--- config.mk ---
export PLATFORM = sky130hd
export DESIGN_NAME = btf_unit
export DESIGN_NICKNAME = d
export VERILOG_FILES = /design/src/btf_pkg.sv /design/src/btf_unit.sv
export SDC_FILE = /design/constraint.sdc
export NUM_CORES = 1
export LEC_CHECK = 0
export ABC_AREA = 1
export BUFFER_PORTS_ARGS = -buffer_cell sky130_fd_sc_hd__buf_2
export CAP_MARGIN = 20
export CORE_AREA = 10 10 290 292
export CTS_BUF_LIST = sky130_fd_sc_hd__clkbuf_16
export CTS_CLUSTER_DIAMETER = 100
export DETAILED_ROUTE_END_ITERATION = 16
export DIE_AREA = 0 0 300 302
export GPL_TIMING_DRIVEN = 0
export SLEW_MARGIN = 20
export SYNTH_ARGS = -nofsm -noshare
export SYNTH_HDL_FRONTEND = slang
export SYNTH_SLANG_ARGS = --single-unit
--- constraint.sdc ---
create_clock -name clock -period 9.5 [get_ports clock]
set_input_delay 0.95 -clock clock [delete_from_list [all_inputs] [get_ports clock]]
set_output_delay 0.95 -clock clock [all_outputs]
set_load 0.05 [all_outputs]
--- src/btf_pkg.sv ---
// shared constants and types for the branch, trap and float memory unit
package btf_pkg;
	localparam int unsigned XLEN      = 32;
	localparam int unsigned FLEN      = 64;
	// float formats
	localparam logic [10:0] DP_EXP_MAX  = 11'h7ff;
	localparam logic [7:0]  SP_EXP_MAX  = 8'hff;
	localparam logic [10:0] EXP_REBIAS  = 11'h380;
	localparam logic [10:0] SP_EXP_LO   = 11'h381;
	localparam logic [10:0] SP_EXP_HI   = 11'h47e;
	localparam logic [10:0] SP_DEN_LO   = 11'h36a;
	localparam logic [4:0]  SP_MAN_W    = 5'h17;
	// address alignment
	localparam logic [31:0] WORD_MASK   = 32'hffff_fffc;
	// trap mask bit positions
	localparam int unsigned TO_SLT = 4;
	localparam int unsigned TO_SGT = 3;
	localparam int unsigned TO_EQ  = 2;
	localparam int unsigned TO_ULT = 1;
	localparam int unsigned TO_UGT = 0;
	// reset values
	localparam logic [31:0] RST_ADDR = 32'h0000_0000;

	typedef enum logic [3:0] {
		OP_NONE  = 4'h0,
		OP_LFD   = 4'h1,
		OP_LFS   = 4'h2,
		OP_STFD  = 4'h3,
		OP_STFS  = 4'h4,
		OP_STFIW = 4'h5,
		OP_BR    = 4'h6,
		OP_CRL   = 4'h7,
		OP_MCRF  = 4'h8,
		OP_TRAP  = 4'h9
	} btf_op_e;

	typedef enum logic [2:0] {
		BF_REL   = 3'h0,
		BF_ABS   = 3'h1,
		BF_CREL  = 3'h2,
		BF_CABS  = 3'h3,
		BF_CLR   = 3'h4,
		BF_CCTR  = 3'h5
	} btf_bform_e;

	typedef enum logic [2:0] {
		CL_AND  = 3'h0,
		CL_ANDC = 3'h1,
		CL_EQV  = 3'h2,
		CL_NAND = 3'h3,
		CL_NOR  = 3'h4,
		CL_OR   = 3'h5,
		CL_ORC  = 3'h6,
		CL_XOR  = 3'h7
	} btf_crfn_e;

	// gray sequence idle -> branch wait -> cr wait
	typedef enum logic [1:0] {
		ST_IDLE  = 2'b00,
		ST_BWAIT = 2'b01,
		ST_CWAIT = 2'b11
	} btf_state_e;
endpackage : btf_pkg

--- src/btf_unit.sv ---
// branch resolution, cr logic, trap test and float load/store conversion
`timescale 1ns/100ps
`default_nettype none

// Operation
// - separate single/double loads, single widened to double
// - load with update, base zero, stays valid
// - single stores narrow double register to single
// - store with update, base zero, stays valid
// - store float register low word as integer
// - branches resolved early by condition register look-ahead
// - no interlock on bit: resolve at once
// - interlock: predict statically, fetch predicted path, watch
// - interlock cleared: complete, or purge and refetch alternate
// - drop two low bits of branch targets
// - six ways to form next address
// - eight cr bit logic ops plus field move
// - cr ops wait until prior instructions complete
// - cr ops with link option are invalid
// - trap when any masked condition holds, else continue
// - register-register and immediate trap forms
module btf_unit (
	// clock and reset
	input  wire logic              clock,
	input  wire logic              reset,
	input  wire logic              clk_en,
	// issue
	input  wire logic              op_valid,
	input  wire btf_pkg::btf_op_e  op_kind,
	output logic                   op_ready,
	// memory operand fields
	input  wire logic              op_update,
	input  wire logic [4:0]        base_gpr,
	input  wire logic [4:0]        fpr_idx,
	input  wire logic [31:0]       base_val,
	input  wire logic [31:0]       index_val,
	input  wire logic [63:0]       fpr_rdata,
	input  wire logic [63:0]       mem_rdata,
	// branch fields
	input  wire btf_pkg::btf_bform_e br_form,
	input  wire logic              br_aa,
	input  wire logic              br_lk,
	input  wire logic [4:0]        br_bit,
	input  wire logic              br_sense,
	input  wire logic [31:0]       br_disp,
	input  wire logic [31:0]       cia,
	input  wire logic [31:0]       link_register,
	input  wire logic [31:0]       count_reg,
	// condition register state
	input  wire logic [31:0]       condition_register,
	input  wire logic [31:0]       cr_busy,
	input  wire logic              prior_done,
	// cr logic fields
	input  wire btf_pkg::btf_crfn_e cr_fn,
	input  wire logic [4:0]        src_cr_a,
	input  wire logic [4:0]        src_cr_b,
	input  wire logic [4:0]        dest_cr_bit,
	// trap fields
	input  wire logic [4:0]        trap_condition_mask,
	input  wire logic              trap_imm,
	input  wire logic [15:0]       signed_immediate,
	// float register write
	output logic                   fpr_we,
	output logic [4:0]             fpr_widx,
	output logic [63:0]            fpr_wdata,
	// memory request
	output logic                   mem_rd,
	output logic                   mem_wr,
	output logic                   mem_dbl,
	output logic [31:0]            mem_addr,
	output logic [63:0]            mem_wdata,
	// base update
	output logic                   gpr_we,
	output logic [4:0]             gpr_widx,
	output logic [31:0]            gpr_wdata,
	// fetch control
	output logic                   fetch_redirect,
	output logic [31:0]            fetch_addr,
	output logic                   purge,
	output logic                   br_done,
	output logic                   lr_we,
	output logic [31:0]            lr_wdata,
	// cr write and exceptions
	output logic                   cr_we,
	output logic [31:0]            cr_wdata,
	output logic                   invalid_form,
	output logic                   trap_take
);
	typedef struct packed {
		btf_pkg::btf_state_e st;
		logic        fpr_we;
		logic [4:0]  fpr_widx;
		logic [63:0] fpr_wdata;
		logic        mem_rd;
		logic        mem_wr;
		logic        mem_dbl;
		logic [31:0] mem_addr;
		logic [63:0] mem_wdata;
		logic        gpr_we;
		logic [4:0]  gpr_widx;
		logic [31:0] gpr_wdata;
		logic        redir;
		logic [31:0] faddr;
		logic        purge;
		logic        done;
		logic        lr_we;
		logic [31:0] lr_wdata;
		logic        cr_we;
		logic [31:0] cr_wdata;
		logic        inval;
		logic        trap;
		// pending branch
		logic [4:0]  pbit;
		logic        psense;
		logic        pred;
		logic [31:0] alt;
		// pending cr op
		logic        pmove;
		btf_pkg::btf_crfn_e pfn;
		logic [4:0]  pa;
		logic [4:0]  pb;
		logic [4:0]  pd;
	} btf_state_s;

	btf_state_s s_r;
	btf_state_s s_nxt;

	// single to double widening, denormals normalised
	function automatic logic [63:0] sp_to_dp(input logic [31:0] v);
		logic [10:0] e;
		logic [22:0] m;
		logic [4:0]  lz;
		logic        hit;
		e   = 11'h000;
		m   = v[22:0];
		lz  = 5'h00;
		hit = 1'b0;
		if (v[30:23] == btf_pkg::SP_EXP_MAX) begin
			e = btf_pkg::DP_EXP_MAX;
		end else if (v[30:23] != 8'h00) begin
			e = {3'h0, v[30:23]} + btf_pkg::EXP_REBIAS;
		end else if (m != 23'h000000) begin
			for (int i = 22; i >= 0; i--) begin
				if (!hit && m[i]) begin
					hit = 1'b1;
					lz  = 5'(22 - i);
				end
			end
			m = 23'(m << (lz + 5'h01));
			e = btf_pkg::EXP_REBIAS + 11'h001 - {6'h00, lz} - 11'h001;
		end
		return {v[31], e, m, 29'h00000000};
	endfunction : sp_to_dp

	// double to single narrowing, truncating
	function automatic logic [31:0] dp_to_sp(input logic [63:0] v);
		logic [10:0] e;
		logic [23:0] dm;
		logic [31:0] r;
		e  = v[62:52];
		dm = {1'b1, v[51:29]};
		r  = {v[63], 31'h00000000};
		if (e == btf_pkg::DP_EXP_MAX) begin
			r = {v[63], btf_pkg::SP_EXP_MAX, v[51:29]};
		end else if (e > btf_pkg::SP_EXP_HI) begin
			r = {v[63], btf_pkg::SP_EXP_MAX, 23'h000000};
		end else if (e >= btf_pkg::SP_EXP_LO) begin
			r = {v[63], 8'(e - btf_pkg::EXP_REBIAS), v[51:29]};
		end else if (e >= btf_pkg::SP_DEN_LO) begin
			dm = dm >> 5'(btf_pkg::SP_EXP_LO - e);
			r  = {v[63], 8'h00, dm[22:0]};
		end
		return r;
	endfunction : dp_to_sp

	// word alignment of every target
	function automatic logic [31:0] align(input logic [31:0] a);
		return a & btf_pkg::WORD_MASK;
	endfunction : align

	function automatic logic cr_logic(
		input btf_pkg::btf_crfn_e f, input logic a, input logic b);
		logic r;
		case (f)
			btf_pkg::CL_AND:  r = a & b;
			btf_pkg::CL_ANDC: r = a & ~b;
			btf_pkg::CL_EQV:  r = ~(a ^ b);
			btf_pkg::CL_NAND: r = ~(a & b);
			btf_pkg::CL_NOR:  r = ~(a | b);
			btf_pkg::CL_OR:   r = a | b;
			btf_pkg::CL_ORC:  r = a | ~b;
			default:          r = a ^ b;
		endcase
		return r;
	endfunction : cr_logic

	logic [31:0] ea;
	logic [31:0] tgt;
	logic [31:0] seq;
	logic        cond;
	logic        take;
	logic [31:0] tb;
	logic        t_hit;
	logic [31:0] cr_nx;

	assign op_ready = (s_r.st == btf_pkg::ST_IDLE);
	assign ea       = base_val + index_val;
	assign seq      = cia + 32'h0000_0004;
	assign cond     = (br_form != btf_pkg::BF_REL) && (br_form != btf_pkg::BF_ABS);
	assign take     = !cond || (condition_register[br_bit] == br_sense);

	// target formation per form and absolute option
	always_comb begin
		case (br_form)
			btf_pkg::BF_CLR:  tgt = align(link_register);
			btf_pkg::BF_CCTR: tgt = align(count_reg);
			btf_pkg::BF_ABS,
			btf_pkg::BF_CABS: tgt = align(br_disp);
			default:          tgt = br_aa ? align(br_disp) : align(cia + br_disp);
		endcase
	end

	// trap comparison, immediate sign-extended
	always_comb begin
		tb    = trap_imm ? {{16{signed_immediate[15]}}, signed_immediate} : index_val;
		t_hit = (trap_condition_mask[btf_pkg::TO_SLT] && ($signed(base_val) < $signed(tb)))
			|| (trap_condition_mask[btf_pkg::TO_SGT] && ($signed(base_val) > $signed(tb)))
			|| (trap_condition_mask[btf_pkg::TO_EQ] && (base_val == tb))
			|| (trap_condition_mask[btf_pkg::TO_ULT] && (base_val < tb))
			|| (trap_condition_mask[btf_pkg::TO_UGT] && (base_val > tb));
	end

	// cr result of the held op
	always_comb begin
		cr_nx = condition_register;
		if (s_r.pmove) begin
			cr_nx[{s_r.pd[2:0], 2'b00} +: 4] = condition_register[{s_r.pa[2:0], 2'b00} +: 4];
		end else begin
			cr_nx[s_r.pd] = cr_logic(s_r.pfn, condition_register[s_r.pa],
				condition_register[s_r.pb]);
		end
	end

	always_comb begin
		s_nxt        = s_r;
		s_nxt.fpr_we = 1'b0;
		s_nxt.mem_rd = 1'b0;
		s_nxt.mem_wr = 1'b0;
		s_nxt.gpr_we = 1'b0;
		s_nxt.redir  = 1'b0;
		s_nxt.purge  = 1'b0;
		s_nxt.done   = 1'b0;
		s_nxt.lr_we  = 1'b0;
		s_nxt.cr_we  = 1'b0;
		s_nxt.inval  = 1'b0;
		s_nxt.trap   = 1'b0;
		case (s_r.st)
			btf_pkg::ST_IDLE: begin
				if (op_valid) begin
					s_nxt.mem_addr = ea;
					s_nxt.fpr_widx = fpr_idx;
					s_nxt.gpr_widx = base_gpr;
					s_nxt.gpr_wdata = ea;
					case (op_kind)
						btf_pkg::OP_LFD, btf_pkg::OP_LFS: begin
							s_nxt.mem_rd  = 1'b1;
							s_nxt.mem_dbl = (op_kind == btf_pkg::OP_LFD);
							s_nxt.fpr_we  = 1'b1;
							s_nxt.fpr_wdata = (op_kind == btf_pkg::OP_LFD) ? mem_rdata
								: sp_to_dp(mem_rdata[31:0]);
							// base of zero is a legal update target
							s_nxt.gpr_we  = op_update;
						end
						btf_pkg::OP_STFD, btf_pkg::OP_STFS, btf_pkg::OP_STFIW: begin
							s_nxt.mem_wr  = 1'b1;
							s_nxt.mem_dbl = (op_kind == btf_pkg::OP_STFD);
							if (op_kind == btf_pkg::OP_STFD) begin
								s_nxt.mem_wdata = fpr_rdata;
							end else if (op_kind == btf_pkg::OP_STFS) begin
								s_nxt.mem_wdata = {32'h00000000, dp_to_sp(fpr_rdata)};
							end else begin
								s_nxt.mem_wdata = {32'h00000000, fpr_rdata[31:0]};
							end
							// indexed-only form never updates
							s_nxt.gpr_we = op_update && (op_kind != btf_pkg::OP_STFIW);
						end
						btf_pkg::OP_BR: begin
							s_nxt.lr_we    = br_lk;
							s_nxt.lr_wdata = seq;
							if (!cond || !cr_busy[br_bit]) begin
								// look-ahead: resolved in the issue cycle
								s_nxt.redir = 1'b1;
								s_nxt.faddr = take ? tgt : seq;
								s_nxt.done  = 1'b1;
							end else begin
								// backward displacement predicted taken
								s_nxt.pred   = (br_form == btf_pkg::BF_CREL
									|| br_form == btf_pkg::BF_CABS) && br_disp[31];
								s_nxt.pbit   = br_bit;
								s_nxt.psense = br_sense;
								s_nxt.alt    = s_nxt.pred ? seq : tgt;
								s_nxt.redir  = 1'b1;
								s_nxt.faddr  = s_nxt.pred ? tgt : seq;
								s_nxt.st     = btf_pkg::ST_BWAIT;
							end
						end
						btf_pkg::OP_CRL, btf_pkg::OP_MCRF: begin
							if (br_lk) begin
								s_nxt.inval = 1'b1;
							end else begin
								s_nxt.pmove = (op_kind == btf_pkg::OP_MCRF);
								s_nxt.pfn   = cr_fn;
								s_nxt.pa    = src_cr_a;
								s_nxt.pb    = src_cr_b;
								s_nxt.pd    = dest_cr_bit;
								s_nxt.st    = btf_pkg::ST_CWAIT;
							end
						end
						btf_pkg::OP_TRAP: begin
							s_nxt.trap = t_hit;
						end
						default: begin
						end
					endcase
				end
			end
			btf_pkg::ST_BWAIT: begin
				if (!cr_busy[s_r.pbit]) begin
					s_nxt.st   = btf_pkg::ST_IDLE;
					s_nxt.done = 1'b1;
					if ((condition_register[s_r.pbit] == s_r.psense) != s_r.pred) begin
						s_nxt.purge = 1'b1;
						s_nxt.redir = 1'b1;
						s_nxt.faddr = s_r.alt;
					end
				end
			end
			btf_pkg::ST_CWAIT: begin
				// serialised: held until older work completes
				if (prior_done) begin
					s_nxt.cr_we    = 1'b1;
					s_nxt.cr_wdata = cr_nx;
					s_nxt.st       = btf_pkg::ST_IDLE;
				end
			end
			default: begin
				s_nxt.st = btf_pkg::ST_IDLE;
			end
		endcase
	end

	always_ff @(posedge clock) begin
		if (reset) begin
			s_r       <= '0;
			s_r.st    <= btf_pkg::ST_IDLE;
			s_r.faddr <= btf_pkg::RST_ADDR;
		end else if (clk_en) begin
			s_r <= s_nxt;
		end
	end

	assign fpr_we         = s_r.fpr_we;
	assign fpr_widx       = s_r.fpr_widx;
	assign fpr_wdata      = s_r.fpr_wdata;
	assign mem_rd         = s_r.mem_rd;
	assign mem_wr         = s_r.mem_wr;
	assign mem_dbl        = s_r.mem_dbl;
	assign mem_addr       = s_r.mem_addr;
	assign mem_wdata      = s_r.mem_wdata;
	assign gpr_we         = s_r.gpr_we;
	assign gpr_widx       = s_r.gpr_widx;
	assign gpr_wdata      = s_r.gpr_wdata;
	assign fetch_redirect = s_r.redir;
	assign fetch_addr     = s_r.faddr;
	assign purge          = s_r.purge;
	assign br_done        = s_r.done;
	assign lr_we          = s_r.lr_we;
	assign lr_wdata       = s_r.lr_wdata;
	assign cr_we          = s_r.cr_we;
	assign cr_wdata       = s_r.cr_wdata;
	assign invalid_form   = s_r.inval;
	assign trap_take      = s_r.trap;
endmodule : btf_unit

`default_nettype wire

== Yosys cells after proc, flatten, opt, wreduce, memory -nomap -nowiden ==
Index checks and enable logic that the tools add are counted.
Widths: inputs -> output; s select.
Storage, ports and cells
  register bits after elaboration: 338
  input port bits: 455
  output and inout port bits: 311
  word-level logic and storage cells: 446
Operators by class
  shift operators: 5
  mux-type cells: 256
  bitwise gates (word level): 11
  equality and inequality tests: 38
  $add $sub $neg: 10
  reductions and logical operators: 83
  $lt $le $gt $ge: 13
Operators with widths (count)
  $mux 32: 8
  $mux 242: 1
  $mux 207: 1
  $mux 64: 3
  $mux 1: 170
  $mux 5: 27
  $mux 33: 4
  $mux 60: 2
  $mux 34: 3
  $pmux 32 s3: 1
  $mux 31: 3
  $mux 23: 4
  $mux 39: 2
  $pmux 33 s2: 1
  $mux 65: 1
  $add 32x32->32: 2
  $bwmux 32: 2
  $gt 32x32->1: 2
  $lt 32x32->1: 2
  $mux 19: 2
  $mux 35: 1
  $mux 11: 3
  $add 32x3->32 const B: 1
  $eq 32x32->1: 1
  61 further kinds: 169

== Longest topological paths before layout ==
  word-level depth: 214
  gate-level depth with buffers: 25

== Worst setup path before layout ==
No wires, ideal clock.
  path kind: input port to flip-flop
  start point: in mem_rdata[17]
  end point: reg s_r, in the netlist fpr_wdata[45]
  path buffers: 4
  path slack: 5.833 ns
  arrival: 3.596 ns
  stages on the path: 22
  cells stage by stage: buf_2 -> nor2_2 -> nand2_2 -> nor2_8 -> nand3_4 -> nor2_8 -> nand4_4 -> nand3_4 -> buf_6 -> inv_1 -> ha_1 -> clkbuf_1 -> clkinv_1 -> clkbuf_1 -> nand3_1 -> nor2_1 -> nand2_1 -> a21oi_1 -> nand2_1 -> nand2_1 -> nand2_1 -> a21oi_1
On the way
  word-level cells in the longest chain between the ends: 167
  elaborated cells on any way between the ends: 185
  those cells by class: add/sub (1); shift (1); mux (147); reduce/logical (36)
RTL lines
  start: declaration: line btf_unit.sv:38  | input wire logic [63:0] mem_rdata,
  $logic_and 1x1->1: line btf_unit.sv:144  | if (!hit && m[i]) begin
  $mux 1: line btf_unit.sv:144
  $mux 1: line btf_unit.sv:142  | end else if (m != 23'h000000) begin
  $mux 1: line btf_unit.sv:140  | end else if (v[30:23] != 8'h00) begin
  $mux 1: line btf_unit.sv:138  | if (v[30:23] == btf_pkg::SP_EXP_MAX) begin
  $mux 1: line btf_unit.sv:264  | case (op_kind)
  $mux 1: line btf_unit.sv:259  | if (op_valid) begin
  $mux 1: line btf_unit.sv:257  | case (s_r.st)
  [151 not listed]
  $mux 5: line btf_unit.sv:259
  $mux 5: line btf_unit.sv:257
  $add 5x1->5: line btf_unit.sv:149  | m = 23'(m << (lz + 5'h01));
  $shl 23x5->23: line btf_unit.sv:149
  $mux 23 *: line btf_unit.sv:142
  $mux 23 *: line btf_unit.sv:140
  $mux 23 *: line btf_unit.sv:138
  $mux 64 *: line btf_unit.sv:269  | s_nxt.fpr_wdata = (op_kind == btf_pkg::OP_LFD) ? mem_rdata
  end signal: assignment: line btf_unit.sv:358  | s_r <= s_nxt;
  end: declaration: line btf_unit.sv:125  | btf_state_s s_r;
Mark *: on every way between the ends. The rest lies on a longest branch, timed or not. The select of a mux whose other input is x is not followed.
A chain may end at the register's enable or synchronous reset.

== Final worst setup path ==
  start point: reg s_r[10] (netlist bit)
  end point: reg s_r, in the netlist cr_wdata[16]
On the way
  word-level cells in the longest chain between the ends: 8
  elaborated cells on any way between the ends: 17
  those cells by class: shift (2); mux (7); bitwise (8)
RTL lines
  $bmux 1 s5: line btf_unit.sv:239  | cr_nx[s_r.pd] = cr_logic(s_r.pfn, condition_register[s_r.pa],
  $mux 1 (not written as such): line btf_unit.sv:239
  $or 1x1->1, or another cell as far along: line btf_unit.sv:189, btf_unit.sv:190
  $not 1->1, on equally long branches: line btf_unit.sv:189, btf_unit.sv:187, btf_unit.sv:188
  $pmux 1 s7: line btf_unit.sv:184  | case (f)
  $mux 1: line btf_unit.sv:236  | if (s_r.pmove) begin
  $bwmux 32: line btf_unit.sv:239
  $mux 32 *: line btf_unit.sv:236
Marked as above.

==> flow_summary.yaml <==
synth:
  syn_area_per_cell_um2: 6.28
  synthTopCellsByArea: "dfxtp_1, nand2_1, a21oi_1, o21ai_0, buf_4"
  synth_ff_type: "dfxtp_1"
  yosys_warnings: 0
  synth_top_area_share_pct: 23.6
  synth_edf_count: 0
  ys_seq_area_share_pct: 23.6
  synthArstFlopShare_pct: 0
  synth_top_cell_by_area: "dfxtp_1"
  syn-num-nets: 5113
  yosysUniqueCellTypes: 63
  ys_ff_latch: 337
  synth_cells: 4549
  netlist_area_um2: 28600
critical_path:
  crit_type: "reg -> reg"
  cpLargestDelayFamily: "buffers and inverters"
  crit_arrival_ns: 4.91
  crit_path_frequent_cell: "inv_1"
  cp.required_ns: 9.93
  slowest_stage: "o21ai_1"
  cpPeakStageDelay_ns: 0.76
  cp-end-kind: "flip-flop"
  startpoint_type: "flip-flop"
  critPathLaunch: "s_r[10]$_SDFFE_PP0P_"
  path_cells: "inv_1 > clkbuf_1 > clkbuf_1 > a211oi_1 > o311ai_0 > nand3_1 > nand2_1 > inv_1 > ha_1 > nand2_1 > inv_1 > o21ai_0 > nand2_1 > inv_1 > o21ai_1 > inv_1 > clkbuf_1 > o21ai_0 > a31oi_1"
  r2r-start: "s_r[10]$_SDFFE_PP0P_"
  worstPathMaxFanout: 10
  cp_num_buf_inv: 8
  reg2reg_slack_ns: 5.02
run:
  cap_violations: 0
clock_tree:
  worstSkewPairLatency_ns: 0.60
  cts_buffers: 43
  clock-sinks: 337
  ctsResizeCount: 0
  root_buffer: "clkbuf_16"
  cts_tree: "yes"
  hold_buffers: 0
  clockBufferDepth: 3
  htreeDepth: 2
  path_clk_slew_ns: 0.06
  cts_setup_buffers: 0
timing:
  fmax_mhz: 223
  finalHoldViolations: 0
  setup-tns-final_ns: 0
  rsz0062_at_grt: "false"
  slew_viol_final: 0
  relSlewSlack_pct: 28.4
  worstMarginPinSlew_ns: 1.07
  fin_crit_sh_pct: 47.2
  skew_ns: 0.0376
  setup_violations: 0
  min_period_ns: 4.48
routing:
  via_per_inst: 5.54
  postRouteAntennaNets: 0
  wl_per_cell_um: 23.7
  drc: 0
  firstDrtPassIters: 7
  vias: 35700
  first_iter_violations: 3665
  routed_wirelength_mm: 153
outcome:
  status: "finished clean"
finish:
  syn2layout_area_growth_pct: 22.6
  drive_gt1_share_pct: 22.8
  final_common_cell: "nand2_1"
  layout_common_cells: "nand2_1, buf_2, a21oi_1"
  fillers: 8680
  design_area_um2: 35000
  fin_nets: 5913
global_routing:
  grt_overflow: 0
  grt_pass1_vias: 33800
  grt_pass1_wl_mm: 220
  grt_max_degree: 13
  met2_usage_pct: 52.3
  grt_usage_pct: 31.6
  use_met3_pct: 6.73
  top_usage_layer: "met2"
  antenna_found_initial: 35
  use_met1_pct: 39.5
power:
  ir_drop_mv: 0.119
  p_total_mw: 4.38
  p_per_area_nw_per_um2: 125
  leakage_nw: 16.7
die:
  die_h_um: 302
  initial_core_util_pct: 36.5
  io_pins: 766
  dieArea_um2: 90600
  num_rows: 103
  die_w_um: 300
  core_area_um2: 78400
placement:
  io_buffer_count: 755
  finalWeightedCongestion: 0.994
  hpwl_mm: 126
  place_area_um2: 33700
hold_path:
  hold_path_startpoint: "mem_wdata[61]$_SDFFE_PP0P_"
  hold_class: "reg -> reg"
area by class of cell:
class                      instances  area, um2  area share, %
buffer                           543       3260           9.31
clock buffer                      44       1100           3.14
antenna                           21       52.6          0.150
sequential                       337       6750           19.3
clock inverter                    27        203          0.579
timing repair buffer             755       3780           10.8
inverter                         370       1390           3.97
tap                             1050       1310           3.75
multi-input combinational       3299      17200           49.1
tightest hold or removal path: stages, from the launching register on:
cell and delay (ns):
dfxtp_1 0.31, nand2_1 0.06, a21oi_1 0.05
sequential cells by signal (all words and copies together) (netlist names), 5 cells and up:
| name | count |
|---|---|
| gpr_widx | 5 |
| gpr_wdata | 32 |
| cr_wdata | 32 |
| s_r | 60 |
| fetch_addr | 32 |
| fpr_wdata | 64 |
| lr_wdata | 32 |
| mem_wdata | 64 |
| fpr_widx | 5 |
cell usage after synthesis (all sizes together), types with 8 or more instances:
library cell,n
xor2,42
buf,352
nor2,354
xnor2,18
nand4,59
o21a,12
or2,9
o21bai,10
nand3b,10
o21ai,578
nor4,18
nand2,860
nand3,292
mux2i,19
a221oi,31
nor3,40
o221ai,24
clkinv,8
dfxtp,337
inv,362
o211ai,94
a31oi,39
a21oi,631
ha,108
clkbuf,191
stage by stage:
step	setup slack, ns	hold slack [ns]	cells	utilization [%]
final	5.02	0.459	6446	44.7
after global routing	4.71	0.474	6443	44.7
after CTS	5.11	0.462	6425	44.6
after detailed placement	4.62	0.453	6354	43.0
after global placement	4.62	0.449	6354	43.0
after floorplan	5.83	0.441	4549	-
worst paths after layout:
| check | endpoint | cells after the start |
|---|---|---|
| worst max register to register | cr_wdata[16]$_SDFFE_PP0P_ | 19 |
| worst min-delay path | mem_wdata[61]$_SDFFE_PP0P_ | 2 |
| worst max-delay path | cr_wdata[16]$_SDFFE_PP0P_ | 19 |
| worst min register to register | mem_wdata[61]$_SDFFE_PP0P_ | 2 |
cells by family after synthesis:
| kind of cell | count (synthesis) | share of synthesized area, % |
|---|---|---|
| simple gates | 1646 | 24.6 |
| buf+inv | 913 | 16.3 |
| mux | 19 | 0.666 |
| fa+ha+maj | 109 | 4.80 |
| flops | 337 | 23.6 |
| xor+xnor | 60 | 1.87 |
| compound gates | 1465 | 28.2 |
where the power goes:
part	switching [mW]	leakage (nW)	internal, mW	total, mW
Sequential	0.0255	2.73	1.44	1.47
Clock	0.689	0.643	0.892	1.58
Combinational	0.922	13.4	0.406	1.33
Total	1.64	16.7	2.74	4.38
per-layer routing:
| layer | vias up | routed length (um) | share of wire (%) |
|---|---|---|---|
| li1 | 16900 | - | - |
| met1 | 16700 | 62100 | 41 |
| met2 | 1830 | 70600 | 46 |
| met3 | 303 | 13500 | 8.9 |
| met4 | 4 | 6380 | 4.2 |
| met5 | - | 23 | 0.015 |
No activity file was read; power rests on OpenSTA's default activity.
